[config.mk]
export PLATFORM = sky130hd
export DESIGN_NAME = mrx_regs
export DESIGN_NICKNAME = d
export VERILOG_FILES = /design/src/verilog/mrx_pkg.sv /design/src/verilog/mrx_regs.sv
export SDC_FILE = /design/constraint.sdc
export NUM_CORES = 1
export LEC_CHECK = 0
export BUFFER_PORTS_ARGS = -buffer_cell sky130_fd_sc_hd__buf_2
export CAP_MARGIN = 20
export CORE_MARGIN = 5
export CORE_UTILIZATION = 40
export CTS_BUF_LIST = sky130_fd_sc_hd__clkbuf_8
export CTS_CLUSTER_DIAMETER = 50
export DETAILED_ROUTE_END_ITERATION = 7
export PLACE_DENSITY = 0.7
export SLEW_MARGIN = 0
export SYNTH_ARGS = -nofsm -noshare
export SYNTH_HDL_FRONTEND = slang
export SYNTH_SLANG_ARGS = --single-unit
[constraint.sdc]
create_clock -name CLK -period 3.9 [get_ports CLK]
set_input_delay 0.39 -clock CLK [delete_from_list [all_inputs] [get_ports CLK]]
set_output_delay 0.39 -clock CLK [all_outputs]
set_load 0.05 [all_outputs]
[src/verilog/mrx_pkg.sv]
/*
 * Constants and carrier types for the receive acceptance and transmit
 * event register block.
 * Assumes one 100 MHz clock and a 10 Mb/s line (one bit time = 10 cycles).
 */
`default_nettype none

package mrx_pkg;

	// ----------------------------------------------------------------
	// register map (index; byte address is four times the index)
	// ----------------------------------------------------------------
	localparam int APB_AW = 18;
	localparam logic [15:0] IDX_RX_CTL = 16'h0104;
	localparam logic [15:0] IDX_TX_EN = 16'h0106;
	localparam logic [15:0] IDX_TX_EVT = 16'h0128;
	localparam logic [15:0] IDX_STA0 = 16'h0158;
	localparam logic [15:0] IDX_STA1 = 16'h015a;
	localparam logic [15:0] IDX_STA2 = 16'h015c;

	// ----------------------------------------------------------------
	// identifiers, reset values, writable and read-clear bits
	// ----------------------------------------------------------------
	localparam logic [5:0] ID_RX_CTL = 6'h05;
	localparam logic [5:0] ID_TX_EN = 6'h07;
	localparam logic [5:0] ID_TX_EVT = 6'h08;
	localparam logic [15:0] RST_RX_CTL = 16'h0005;
	localparam logic [15:0] RST_TX_EN = 16'h0007;
	localparam logic [15:0] RST_TX_EVT = 16'h0008;
	localparam logic [15:0] RX_CTL_WMASK = 16'h7fc0;
	localparam logic [15:0] TX_EN_WMASK = 16'h8fc0;
	localparam logic [15:0] EVT_FLAG_MASK = 16'h87c0;

	// ----------------------------------------------------------------
	// field positions
	// ----------------------------------------------------------------
	localparam int B_UNI_HASH = 6;
	localparam int B_ALL = 7;
	localparam int B_GOOD = 8;
	localparam int B_GRP_HASH = 9;
	localparam int B_STATION = 10;
	localparam int B_BCAST = 11;
	localparam int B_BAD_CHECK = 12;
	localparam int B_SHORT = 13;
	localparam int B_LONG = 14;
	localparam int E_CARRIER = 6;
	localparam int E_HEARTBEAT = 7;
	localparam int E_OK = 8;
	localparam int E_LATE = 9;
	localparam int E_JABBER = 10;
	localparam int E_CNT_LSB = 11;
	localparam int E_CNT_MSB = 14;
	localparam int E_EXCESS = 15;

	// ----------------------------------------------------------------
	// frame lengths and timing
	// ----------------------------------------------------------------
	localparam logic [15:0] LEN_MIN = 16'd64;
	localparam logic [15:0] LEN_MAX = 16'd1518;
	localparam logic [15:0] LEN_TINY = 16'd8;
	localparam logic [4:0] COLL_LIMIT = 5'd16;
	localparam int CLK_NS = 10;
	localparam int BIT_NS = 100;
	localparam int PREAMBLE_BITS = 64;
	localparam int SQE_BITS = 64;
	localparam int SLOT_BITS = 512;
	localparam int JABBER_NS = 26000000;
	localparam int TMR_W = 22;
	localparam logic [TMR_W-1:0] PRE_CYC =
		TMR_W'(PREAMBLE_BITS * BIT_NS / CLK_NS);
	localparam logic [TMR_W-1:0] SQE_CYC = TMR_W'(SQE_BITS * BIT_NS / CLK_NS);
	localparam int LATE_CYC = (SLOT_BITS * BIT_NS + CLK_NS - 1) / CLK_NS;
	localparam int JABBER_CYC = (JABBER_NS + CLK_NS - 1) / CLK_NS;

	// ----------------------------------------------------------------
	// types
	// ----------------------------------------------------------------
	typedef enum logic [1:0] {MRX_IDLE, MRX_SEND, MRX_SQE} mrx_tx_st_t;

	typedef struct packed {
		logic done;
		logic [47:0] dest;
		logic [15:0] len;
		logic crc_bad;
		logic hash_hit;
	} mrx_rx_frame_t;

	typedef struct packed {
		logic accept;
		logic discard;
		logic [15:0] store_len;
	} mrx_rx_verdict_t;

	typedef struct packed {
		logic pkt_start;
		logic att_start;
		logic att_end;
		logic on_aui;
	} mrx_tx_ctl_t;

	typedef struct packed {
		logic kill;
		logic bad_crc;
		logic give_up;
	} mrx_tx_act_t;

	typedef struct packed {
		logic [15:6] rx_ctl;
		logic [15:6] tx_en;
		logic [15:6] evt;
		logic [15:6] cap_evt;
		logic [47:0] sta;
		mrx_tx_st_t st;
		logic aui;
		logic [TMR_W-1:0] tmr;
		logic [4:0] coll;
		logic [2:0] car_s;
		logic car_f;
		logic [2:0] col_s;
		logic col_f;
		logic col_prev;
		logic irq;
		logic err;
		logic [31:0] prdata;
		mrx_rx_verdict_t verdict;
		mrx_tx_act_t act;
	} mrx_state_t;

endpackage : mrx_pkg

`default_nettype wire

[src/verilog/mrx_regs.sv]
/*
 * Receive frame acceptance control and transmit event reporting, with the
 * registers on an APB slave.
 * Assumes the receive path hands over each finished frame's destination,
 * length, check result and hash verdict in one cycle, and the transmitter
 * pulses packet start, attempt start and attempt end on this clock.
 * Carrier sense and the collision/heartbeat line are asynchronous pins.
 */
// Design decision made here: the APB register port.
`default_nettype none

module mrx_regs #(
	parameter int LATE_CYCLES = mrx_pkg::LATE_CYC,
	parameter int JABBER_CYCLES = mrx_pkg::JABBER_CYC
) (
	// clock and reset
	input wire logic CLK,
	input wire logic RESETN,
	// apb slave
	input wire logic PSEL,
	input wire logic PENABLE,
	input wire logic PWRITE,
	input wire logic [mrx_pkg::APB_AW-1:0] PADDR,
	input wire logic [31:0] PWDATA,
	input wire logic [3:0] PSTRB,
	output logic [31:0] PRDATA,
	output logic PREADY,
	output logic PSLVERR,
	// receive frame verdict
	input wire mrx_pkg::mrx_rx_frame_t RX_FRAME,
	output mrx_pkg::mrx_rx_verdict_t RX_VERDICT,
	// transmit supervision
	input wire mrx_pkg::mrx_tx_ctl_t TX_CTL,
	input wire logic CARRIER_SENSE,
	input wire logic COLLISION_IN,
	output mrx_pkg::mrx_tx_act_t TX_ACT,
	// host interrupt
	output logic IRQ
);
	import mrx_pkg::*;

	// ----------------------------------------------------------------
	// state and constants
	// ----------------------------------------------------------------
	localparam logic [TMR_W-1:0] LATE_T = TMR_W'(LATE_CYCLES);
	localparam logic [TMR_W-1:0] JAB_T = TMR_W'(JABBER_CYCLES);
	localparam mrx_state_t RST_STATE = '{
		rx_ctl: RST_RX_CTL[15:6],
		tx_en: RST_TX_EN[15:6],
		evt: RST_TX_EVT[15:6],
		st: MRX_IDLE,
		default: '0
	};

	mrx_state_t q;
	mrx_state_t d;

	// byte-lane merge of a 16-bit register
	function automatic logic [15:0] merge16(input logic [15:0] old,
		input logic [15:0] wd, input logic [1:0] strb);
		logic [15:0] r;
		r = old;
		if (strb[0]) begin
			r[7:0] = wd[7:0];
		end
		if (strb[1]) begin
			r[15:8] = wd[15:8];
		end
		return r;
	endfunction : merge16

	// ----------------------------------------------------------------
	// next state
	// ----------------------------------------------------------------
	always_comb begin
		logic setup;
		logic access;
		logic [15:0] idx;
		logic hit;
		logic [15:0] rd;
		logic [15:0] set;
		logic [15:0] clr;
		logic cnt_wr;
		logic [3:0] cnt_val;
		logic end_pkt;
		logic coll_ev;
		logic [4:0] coll_nx;
		logic [15:0] c;
		logic grp;
		logic pass;
		logic short_f;
		logic long_f;
		logic tiny_f;
		logic keep;
		logic [15:0] ev_full;

		d = q;
		rd = '0;
		ev_full = '0;
		setup = PSEL & ~PENABLE;
		access = PSEL & PENABLE;
		idx = PADDR[17:2];
		set = '0;
		clr = '0;
		cnt_wr = 1'b0;
		cnt_val = '0;
		end_pkt = 1'b0;
		coll_nx = q.coll;
		d.act = '0;
		d.verdict.accept = 1'b0;
		d.verdict.discard = 1'b0;

		// pin synchronisers: a change counts once stages 2 and 3 agree
		d.car_s = {q.car_s[1:0], CARRIER_SENSE};
		d.col_s = {q.col_s[1:0], COLLISION_IN};
		if (q.car_s[1] == q.car_s[2]) begin
			d.car_f = q.car_s[2];
		end
		if (q.col_s[1] == q.col_s[2]) begin
			d.col_f = q.col_s[2];
		end
		d.col_prev = q.col_f;
		coll_ev = q.col_f & ~q.col_prev;

		// ------------------------------------------------------------
		// register read capture in the setup cycle
		// ------------------------------------------------------------
		hit = (PADDR[1:0] == 2'b00);
		case (idx)
			IDX_RX_CTL: rd = {q.rx_ctl, ID_RX_CTL};
			IDX_TX_EN: rd = {q.tx_en, ID_TX_EN};
			IDX_TX_EVT: rd = {q.evt, ID_TX_EVT};
			IDX_STA0: rd = q.sta[15:0];
			IDX_STA1: rd = q.sta[31:16];
			IDX_STA2: rd = q.sta[47:32];
			default: begin
				rd = '0;
				hit = 1'b0;
			end
		endcase
		if (setup) begin
			d.err = ~hit;
			// a refused access returns zero, even for a mapped index
			d.prdata = hit ? {16'h0000, rd} : 32'h0000_0000;
			// only what was read is cleared; later events survive
			d.cap_evt = (idx == IDX_TX_EVT && !PWRITE) ? q.evt : '0;
		end

		// ------------------------------------------------------------
		// writes and read-clear in the access cycle
		// ------------------------------------------------------------
		if (access && !q.err && PWRITE) begin
			ev_full = merge16({q.rx_ctl, 6'h00}, PWDATA[15:0], PSTRB[1:0]);
			if (idx == IDX_RX_CTL) begin
				d.rx_ctl = ev_full[15:6] & RX_CTL_WMASK[15:6];
			end
			ev_full = merge16({q.tx_en, 6'h00}, PWDATA[15:0], PSTRB[1:0]);
			if (idx == IDX_TX_EN) begin
				d.tx_en = ev_full[15:6] & TX_EN_WMASK[15:6];
			end
			if (idx == IDX_STA0) begin
				d.sta[15:0] = merge16(q.sta[15:0], PWDATA[15:0], PSTRB[1:0]);
			end
			if (idx == IDX_STA1) begin
				d.sta[31:16] = merge16(q.sta[31:16], PWDATA[15:0], PSTRB[1:0]);
			end
			if (idx == IDX_STA2) begin
				d.sta[47:32] = merge16(q.sta[47:32], PWDATA[15:0], PSTRB[1:0]);
			end
		end
		if (access && !q.err && !PWRITE && idx == IDX_TX_EVT) begin
			clr = {q.cap_evt, 6'h00};
		end

		// ------------------------------------------------------------
		// receive acceptance
		// ------------------------------------------------------------
		c = {q.rx_ctl, 6'h00};
		grp = RX_FRAME.dest[0];
		pass = (c[B_UNI_HASH] & ~grp & RX_FRAME.hash_hit)
			| c[B_ALL]
			| (c[B_GRP_HASH] & grp & RX_FRAME.hash_hit)
			| (c[B_STATION] & (RX_FRAME.dest == q.sta))
			| (c[B_BCAST] & (&RX_FRAME.dest));
		short_f = RX_FRAME.len < LEN_MIN;
		long_f = RX_FRAME.len > LEN_MAX;
		tiny_f = RX_FRAME.len < LEN_TINY;
		keep = (~RX_FRAME.crc_bad | c[B_BAD_CHECK])
			& (~short_f | c[B_SHORT])
			& (~long_f | c[B_LONG])
			& (RX_FRAME.crc_bad | short_f | long_f | c[B_GOOD]);
		if (RX_FRAME.done) begin
			d.verdict.accept = pass & keep & ~tiny_f;
			d.verdict.discard = ~(pass & keep & ~tiny_f);
			d.verdict.store_len = long_f ? LEN_MAX : RX_FRAME.len;
		end

		// ------------------------------------------------------------
		// transmit supervision
		// ------------------------------------------------------------
		if (TX_CTL.pkt_start) begin
			coll_nx = '0;
		end
		case (q.st)
			MRX_IDLE: begin
				if (TX_CTL.att_start) begin
					d.st = MRX_SEND;
					d.tmr = '0;
					d.aui = TX_CTL.on_aui;
				end
			end
			MRX_SEND: begin
				d.tmr = q.tmr + 1'b1;
				if (q.aui && q.tmr == PRE_CYC && !q.car_f) begin
					set[E_CARRIER] = 1'b1;
				end
				if (q.tmr >= JAB_T) begin
					d.act.kill = 1'b1;
					set[E_JABBER] = 1'b1;
					end_pkt = 1'b1;
					d.st = MRX_IDLE;
				end else if (coll_ev && q.tmr > LATE_T) begin
					d.act.kill = 1'b1;
					d.act.bad_crc = 1'b1;
					set[E_LATE] = 1'b1;
					end_pkt = 1'b1;
					d.st = MRX_IDLE;
				end else if (coll_ev) begin
					coll_nx = q.coll + 5'd1;
					d.st = MRX_IDLE;
					if (coll_nx == COLL_LIMIT) begin
						d.act.give_up = 1'b1;
						set[E_EXCESS] = 1'b1;
						end_pkt = 1'b1;
					end
				end else if (TX_CTL.att_end) begin
					set[E_OK] = 1'b1;
					end_pkt = 1'b1;
					d.st = q.aui ? MRX_SQE : MRX_IDLE;
					d.tmr = '0;
				end
			end
			MRX_SQE: begin
				d.tmr = q.tmr + 1'b1;
				if (coll_ev) begin
					d.st = MRX_IDLE;
				end else if (q.tmr == SQE_CYC - 1'b1) begin
					set[E_HEARTBEAT] = 1'b1;
					d.st = MRX_IDLE;
				end
			end
			default: d.st = MRX_IDLE;
		endcase
		d.coll = coll_nx;
		if (end_pkt) begin
			cnt_wr = 1'b1;
			cnt_val = coll_nx[3:0];
		end

		// ------------------------------------------------------------
		// event register and interrupt; a set wins over the read clear
		// ------------------------------------------------------------
		ev_full = ({q.evt, 6'h00} & ~(clr & EVT_FLAG_MASK)) | set;
		if (cnt_wr) begin
			ev_full[E_CNT_MSB:E_CNT_LSB] = cnt_val;
		end else if (clr[E_CNT_MSB:E_CNT_LSB] == q.evt[E_CNT_MSB:E_CNT_LSB]) begin
			ev_full[E_CNT_MSB:E_CNT_LSB] = '0;
		end
		d.evt = ev_full[15:6];
		d.irq = (q.irq & ~(|clr | (clr == '0 && access && !q.err
			&& !PWRITE && idx == IDX_TX_EVT)))
			| (|(set & {q.tx_en, 6'h00}))
			| (end_pkt && coll_nx != '0 && q.tx_en[E_CNT_LSB]);
	end

	// ----------------------------------------------------------------
	// state register
	// ----------------------------------------------------------------
	always_ff @(posedge CLK or negedge RESETN) begin
		if (!RESETN) begin
			q <= RST_STATE;
		end else begin
			q <= d;
		end
	end

	// ----------------------------------------------------------------
	// outputs
	// ----------------------------------------------------------------
	// zero wait states: every access completes in its first access cycle
	assign PREADY = PSEL & PENABLE;
	assign PSLVERR = PSEL & PENABLE & q.err;
	assign PRDATA = q.prdata;
	assign RX_VERDICT = q.verdict;
	assign TX_ACT = q.act;
	assign IRQ = q.irq;

endmodule : mrx_regs

`default_nettype wire

==> results.py <==
metrics = {
    "sta": {
        "max_slew_margin_pct": 43.9,
        "achievable-frequency_ghz": 0.372,
        "finalSetupViolCount": 0,
        "timing.hold.ws_ns": 0.0319,
        "finClkSkew_ns": 0.0143,
        "report.final.slew_viol_count": 0,
        "rsz0062_at_grt": "no",
        "setup_tns_ns": 0,
        "timing.final.crit_share_pct": 68.9,
        "report.final.hold_viol_count": 0,
        "final.min_clock_period_ns": 2.69,
        "tightest_slew_ns": 0.835,
    },
    "global_route": {
        "grt_antenna_before_repair": 3,
        "grt_use_met2_pct": 30.6,
        "grt.total_usage_pct": 19.2,
        "first_global_vias": 7238,
        "grt_most_used_layer": "met2",
        "grt_overflow_total": 0,
        "grt.met3_usage_pct": 3.66,
        "global_route.usage.met1_pct": 27.1,
        "grt_max_degree": 56,
        "grt_pass1_wl_um": 39900,
    },
    "setup_path": {
        "critical_path.cell_chain": "or4_1 > o211ai_2 > a21o_4 > a31oi_4 > o21ai_4 > o311ai_0",
        "critPathLaunch": "q[76]",
        "worst_ep_arrival_time_ns": 3.00,
        "r2r_start": "q[76]",
        "worst-endpoint-required_ns": 4.21,
        "crit_type": "reg -> reg",
        "worst_path_max_delay_cell": "sky130_fd_sc_hd__or4_1",
        "critical_path.n_buffers_inverters": 0,
        "critical-path-top-delay-family": "compound AO/OA/AOI/OAI gates",
        "critical-path-max-stage-delay_ns": 0.56,
        "crit_path_end_kind": "flop",
        "peak_fanout_along_the_critical_path": 22,
        "crit_path_start_kind": "flop",
    },
    "layout": {
        "layout.cells.non_filler": 1279,
        "layout-drive-gt1-share_pct": 28.3,
        "fill_cells": 2086,
        "finalCoreUtilization_pct": 45.7,
        "leading_cell_type_in_the_layout_fill_and_taps_excluded": "sky130_fd_sc_hd__dfrtp_1",
        "syn_to_final_growth_pct": 11.8,
        "final_cell_mix": "sky130_fd_sc_hd__dfrtp_1 (162), sky130_fd_sc_hd__buf_2 (152), sky130_fd_sc_hd__nand2_1 (85), sky130_fd_sc_hd__mux2_2 (65), sky130_fd_sc_hd__nor2_1 (35)",
        "fin_nets": 1123,
    },
    "die": {
        "initial_core_utilization_pct": 40.9,
        "pin_count": 188,
        "floorplan.rows": 54,
        "floorplan.die_area_um2": 25600,
        "die_width_um": 160,
        "core_region_area_um2": 22000,
        "die-height_um": 160,
    },
    "power": {
        "leakagePower_uw": 0.00467,
        "powerDensity_nw_per_um2": 357,
        "power.ir.vdd_worst_uv": 227,
        "final_total_pwr_uw": 3590,
    },
    "routing": {
        "drt_wl_total_um": 25000,
        "detail-route-antenna-nets": 0,
        "number_of_vias_after_detailed_routing": 7278,
        "routed_wirelength_normalized_by_instance_count_um": 19.6,
        "first_iter_violations": 841,
        "drt-vias-per-instance": 5.69,
        "drtPass1Iterations": 6,
        "post-route-drc-count": 0,
    },
    "yosys": {
        "synth.cell_area_um2": 8980,
        "synth_sequential_area_ratio_pct": 45.1,
        "ys_dominant_reg_cell": "sky130_fd_sc_hd__dfrtp_1",
        "syn-instance-count": 882,
        "synth_cell_types": 84,
        "synth-async-reset-ratio_pct": 100,
        "yosys_warnings": 0,
        "synth_edf_count": 0,
        "postSynthRegisterBits": 162,
        "syn-mean-instance-area_um2": 10.2,
    },
    "clocking": {
        "tritoncts": "done",
        "post_cts_buffers": 0,
        "tritoncts.num_buffers": 17,
        "number_of_h_tree_levels": 4,
        "path_clk_slew_ns": 0.09,
        "clock_insertion_delay_worst_skew_ns": 0.46,
        "postCtsResizedCells": 0,
        "largest_buffer_count_on_any_clock_path": 2,
        "cts_root_buf": "sky130_fd_sc_hd__clkbuf_8",
        "cts_num_sinks": 162,
    },
    "hold_path": {
        "worst_hold_check_path_type": "in -> reg",
        "worst_hold_startpoint": "CARRIER_SENSE",
    },
    "placement": {
        "dpl.cell_count": 1245,
        "gpl.final_weighted_congestion": 0.943,
        "port_buffers": 153,
        "post-dp-hpwl_um": 19200,
    },
    "outcome": {
        "result_of_the_run": "complete, no violations",
    },
    "run": {
        "timing.max_cap.violations": 0,
    },
}
==> worst register-to-register path: cells and delay by family, from the launching register on <==
family	cells	cell delay [ns]
simple gates	1	0.57
compound gates	5	1.48
flops	1	0.50
==> cells in the mapped netlist (5+ instances only) <==
master / n / share of area [%]
sky130_fd_sc_hd__a21o_1: 17 / 1.4
sky130_fd_sc_hd__a21oi_1: 16 / 0.89
sky130_fd_sc_hd__a222oi_1: 7 / 0.78
sky130_fd_sc_hd__a22o_1: 12 / 1.2
sky130_fd_sc_hd__a22oi_1: 24 / 2.0
sky130_fd_sc_hd__a31oi_1: 8 / 0.56
sky130_fd_sc_hd__a32o_1: 5 / 0.56
sky130_fd_sc_hd__and2_1: 9 / 0.63
sky130_fd_sc_hd__and3_1: 7 / 0.49
sky130_fd_sc_hd__buf_2: 8 / 0.45
sky130_fd_sc_hd__buf_4: 53 / 4.4
sky130_fd_sc_hd__clkbuf_1: 27 / 1.1
sky130_fd_sc_hd__dfrtp_1: 162 / 45
sky130_fd_sc_hd__ha_1: 6 / 0.84
sky130_fd_sc_hd__inv_1: 25 / 1.0
sky130_fd_sc_hd__mux2_2: 65 / 8.1
sky130_fd_sc_hd__nand2_1: 85 / 3.6
sky130_fd_sc_hd__nand2b_1: 8 / 0.56
sky130_fd_sc_hd__nand3_1: 20 / 1.1
sky130_fd_sc_hd__nand4_1: 22 / 1.5
sky130_fd_sc_hd__nor2_1: 35 / 1.5
sky130_fd_sc_hd__nor2b_1: 16 / 1.1
sky130_fd_sc_hd__nor3_1: 22 / 1.2
sky130_fd_sc_hd__nor4_1: 18 / 1.3
sky130_fd_sc_hd__o2111ai_1: 6 / 0.59
sky130_fd_sc_hd__o211ai_1: 15 / 1.3
sky130_fd_sc_hd__o21ai_0: 29 / 1.6
sky130_fd_sc_hd__o22ai_1: 7 / 0.49
sky130_fd_sc_hd__o311ai_1: 6 / 0.59
sky130_fd_sc_hd__or3_1: 5 / 0.35
sky130_fd_sc_hd__xnor2_1: 14 / 1.4
sky130_fd_sc_hd__xor2_1: 31 / 3.0
==> final cells by class <==
type	instances	area (µm²)	area share (%)
tap	280	350	3.49
inverter	25	93.8	0.935
multi-input combinational	617	4320	43.0
timing repair buffer	162	842	8.39
sequential	162	4050	40.4
antenna	2	5.00	0.0498
clock buffer	17	234	2.33
clock inverter	14	144	1.43
==> sequential cells by signal, indices dropped and copies added (netlist names) <==
signal      flops
q             119
RX_VERDICT     18
PRDATA         16
d               5
TX_ACT          3
IRQ             1
==> layer usage <==
layer	up-vias	wire (µm)
met1	3584	11100
met3	35	1720
met2	265	11800
met4	2	424
li1	3392	-
met5	-	20
==> where the power goes <==
group	internal, µW	switching, µW
Clock	524	678
Combinational	178	462
Sequential	1710	34.0
==> cells by family (layout without fill, tap and decap cells) <==
| kind of cell | Yosys count | after routing | synth area share, % |
|---|---|---|---|
| fa+ha+maj | 8 | 8 | 1.06 |
| xor+xnor | 45 | 45 | 4.39 |
| flops | 162 | 162 | 45.1 |
| buf+inv | 118 | 218 | 7.42 |
| other cells | 1 | 18 | 0.0417 |
| mux | 67 | 67 | 8.37 |
| compound gates | 200 | 200 | 16.9 |
| simple gates | 281 | 281 | 16.7 |
==> what timing repair did <==
| item | in CTS | in global routing |
|---|---|---|
| endpoints found under the setup margin | 0 | 0 |
| hold buffers | 1 | 0 |
| hold endpoints to repair | 52 | 0 |
==> per-stage QoR <==
step	cell area, µm²	setup WS (ns)
3_3_place_gp	9650	1.04
2_1_floorplan	9040	1.81
6_report	10000	1.21
5_1_grt	10000	1.07
4_1_cts	10000	1.26
3_5_place_dp	9650	1.00
==> worst paths after layout <==
check | depth (start not counted) | slack (ns) | end
min | 1 | 0.03 | d[62]
max | 6 | 1.21 | q[84]
min in group asynchronous | 2 | 0.45 | q[87]
max reg2reg | 6 | 1.21 | q[84]
min reg2reg | 0 | 0.36 | d[59]
max in group asynchronous | 3 | 2.55 | q[132]
Power figures use the tool's default switching activity.
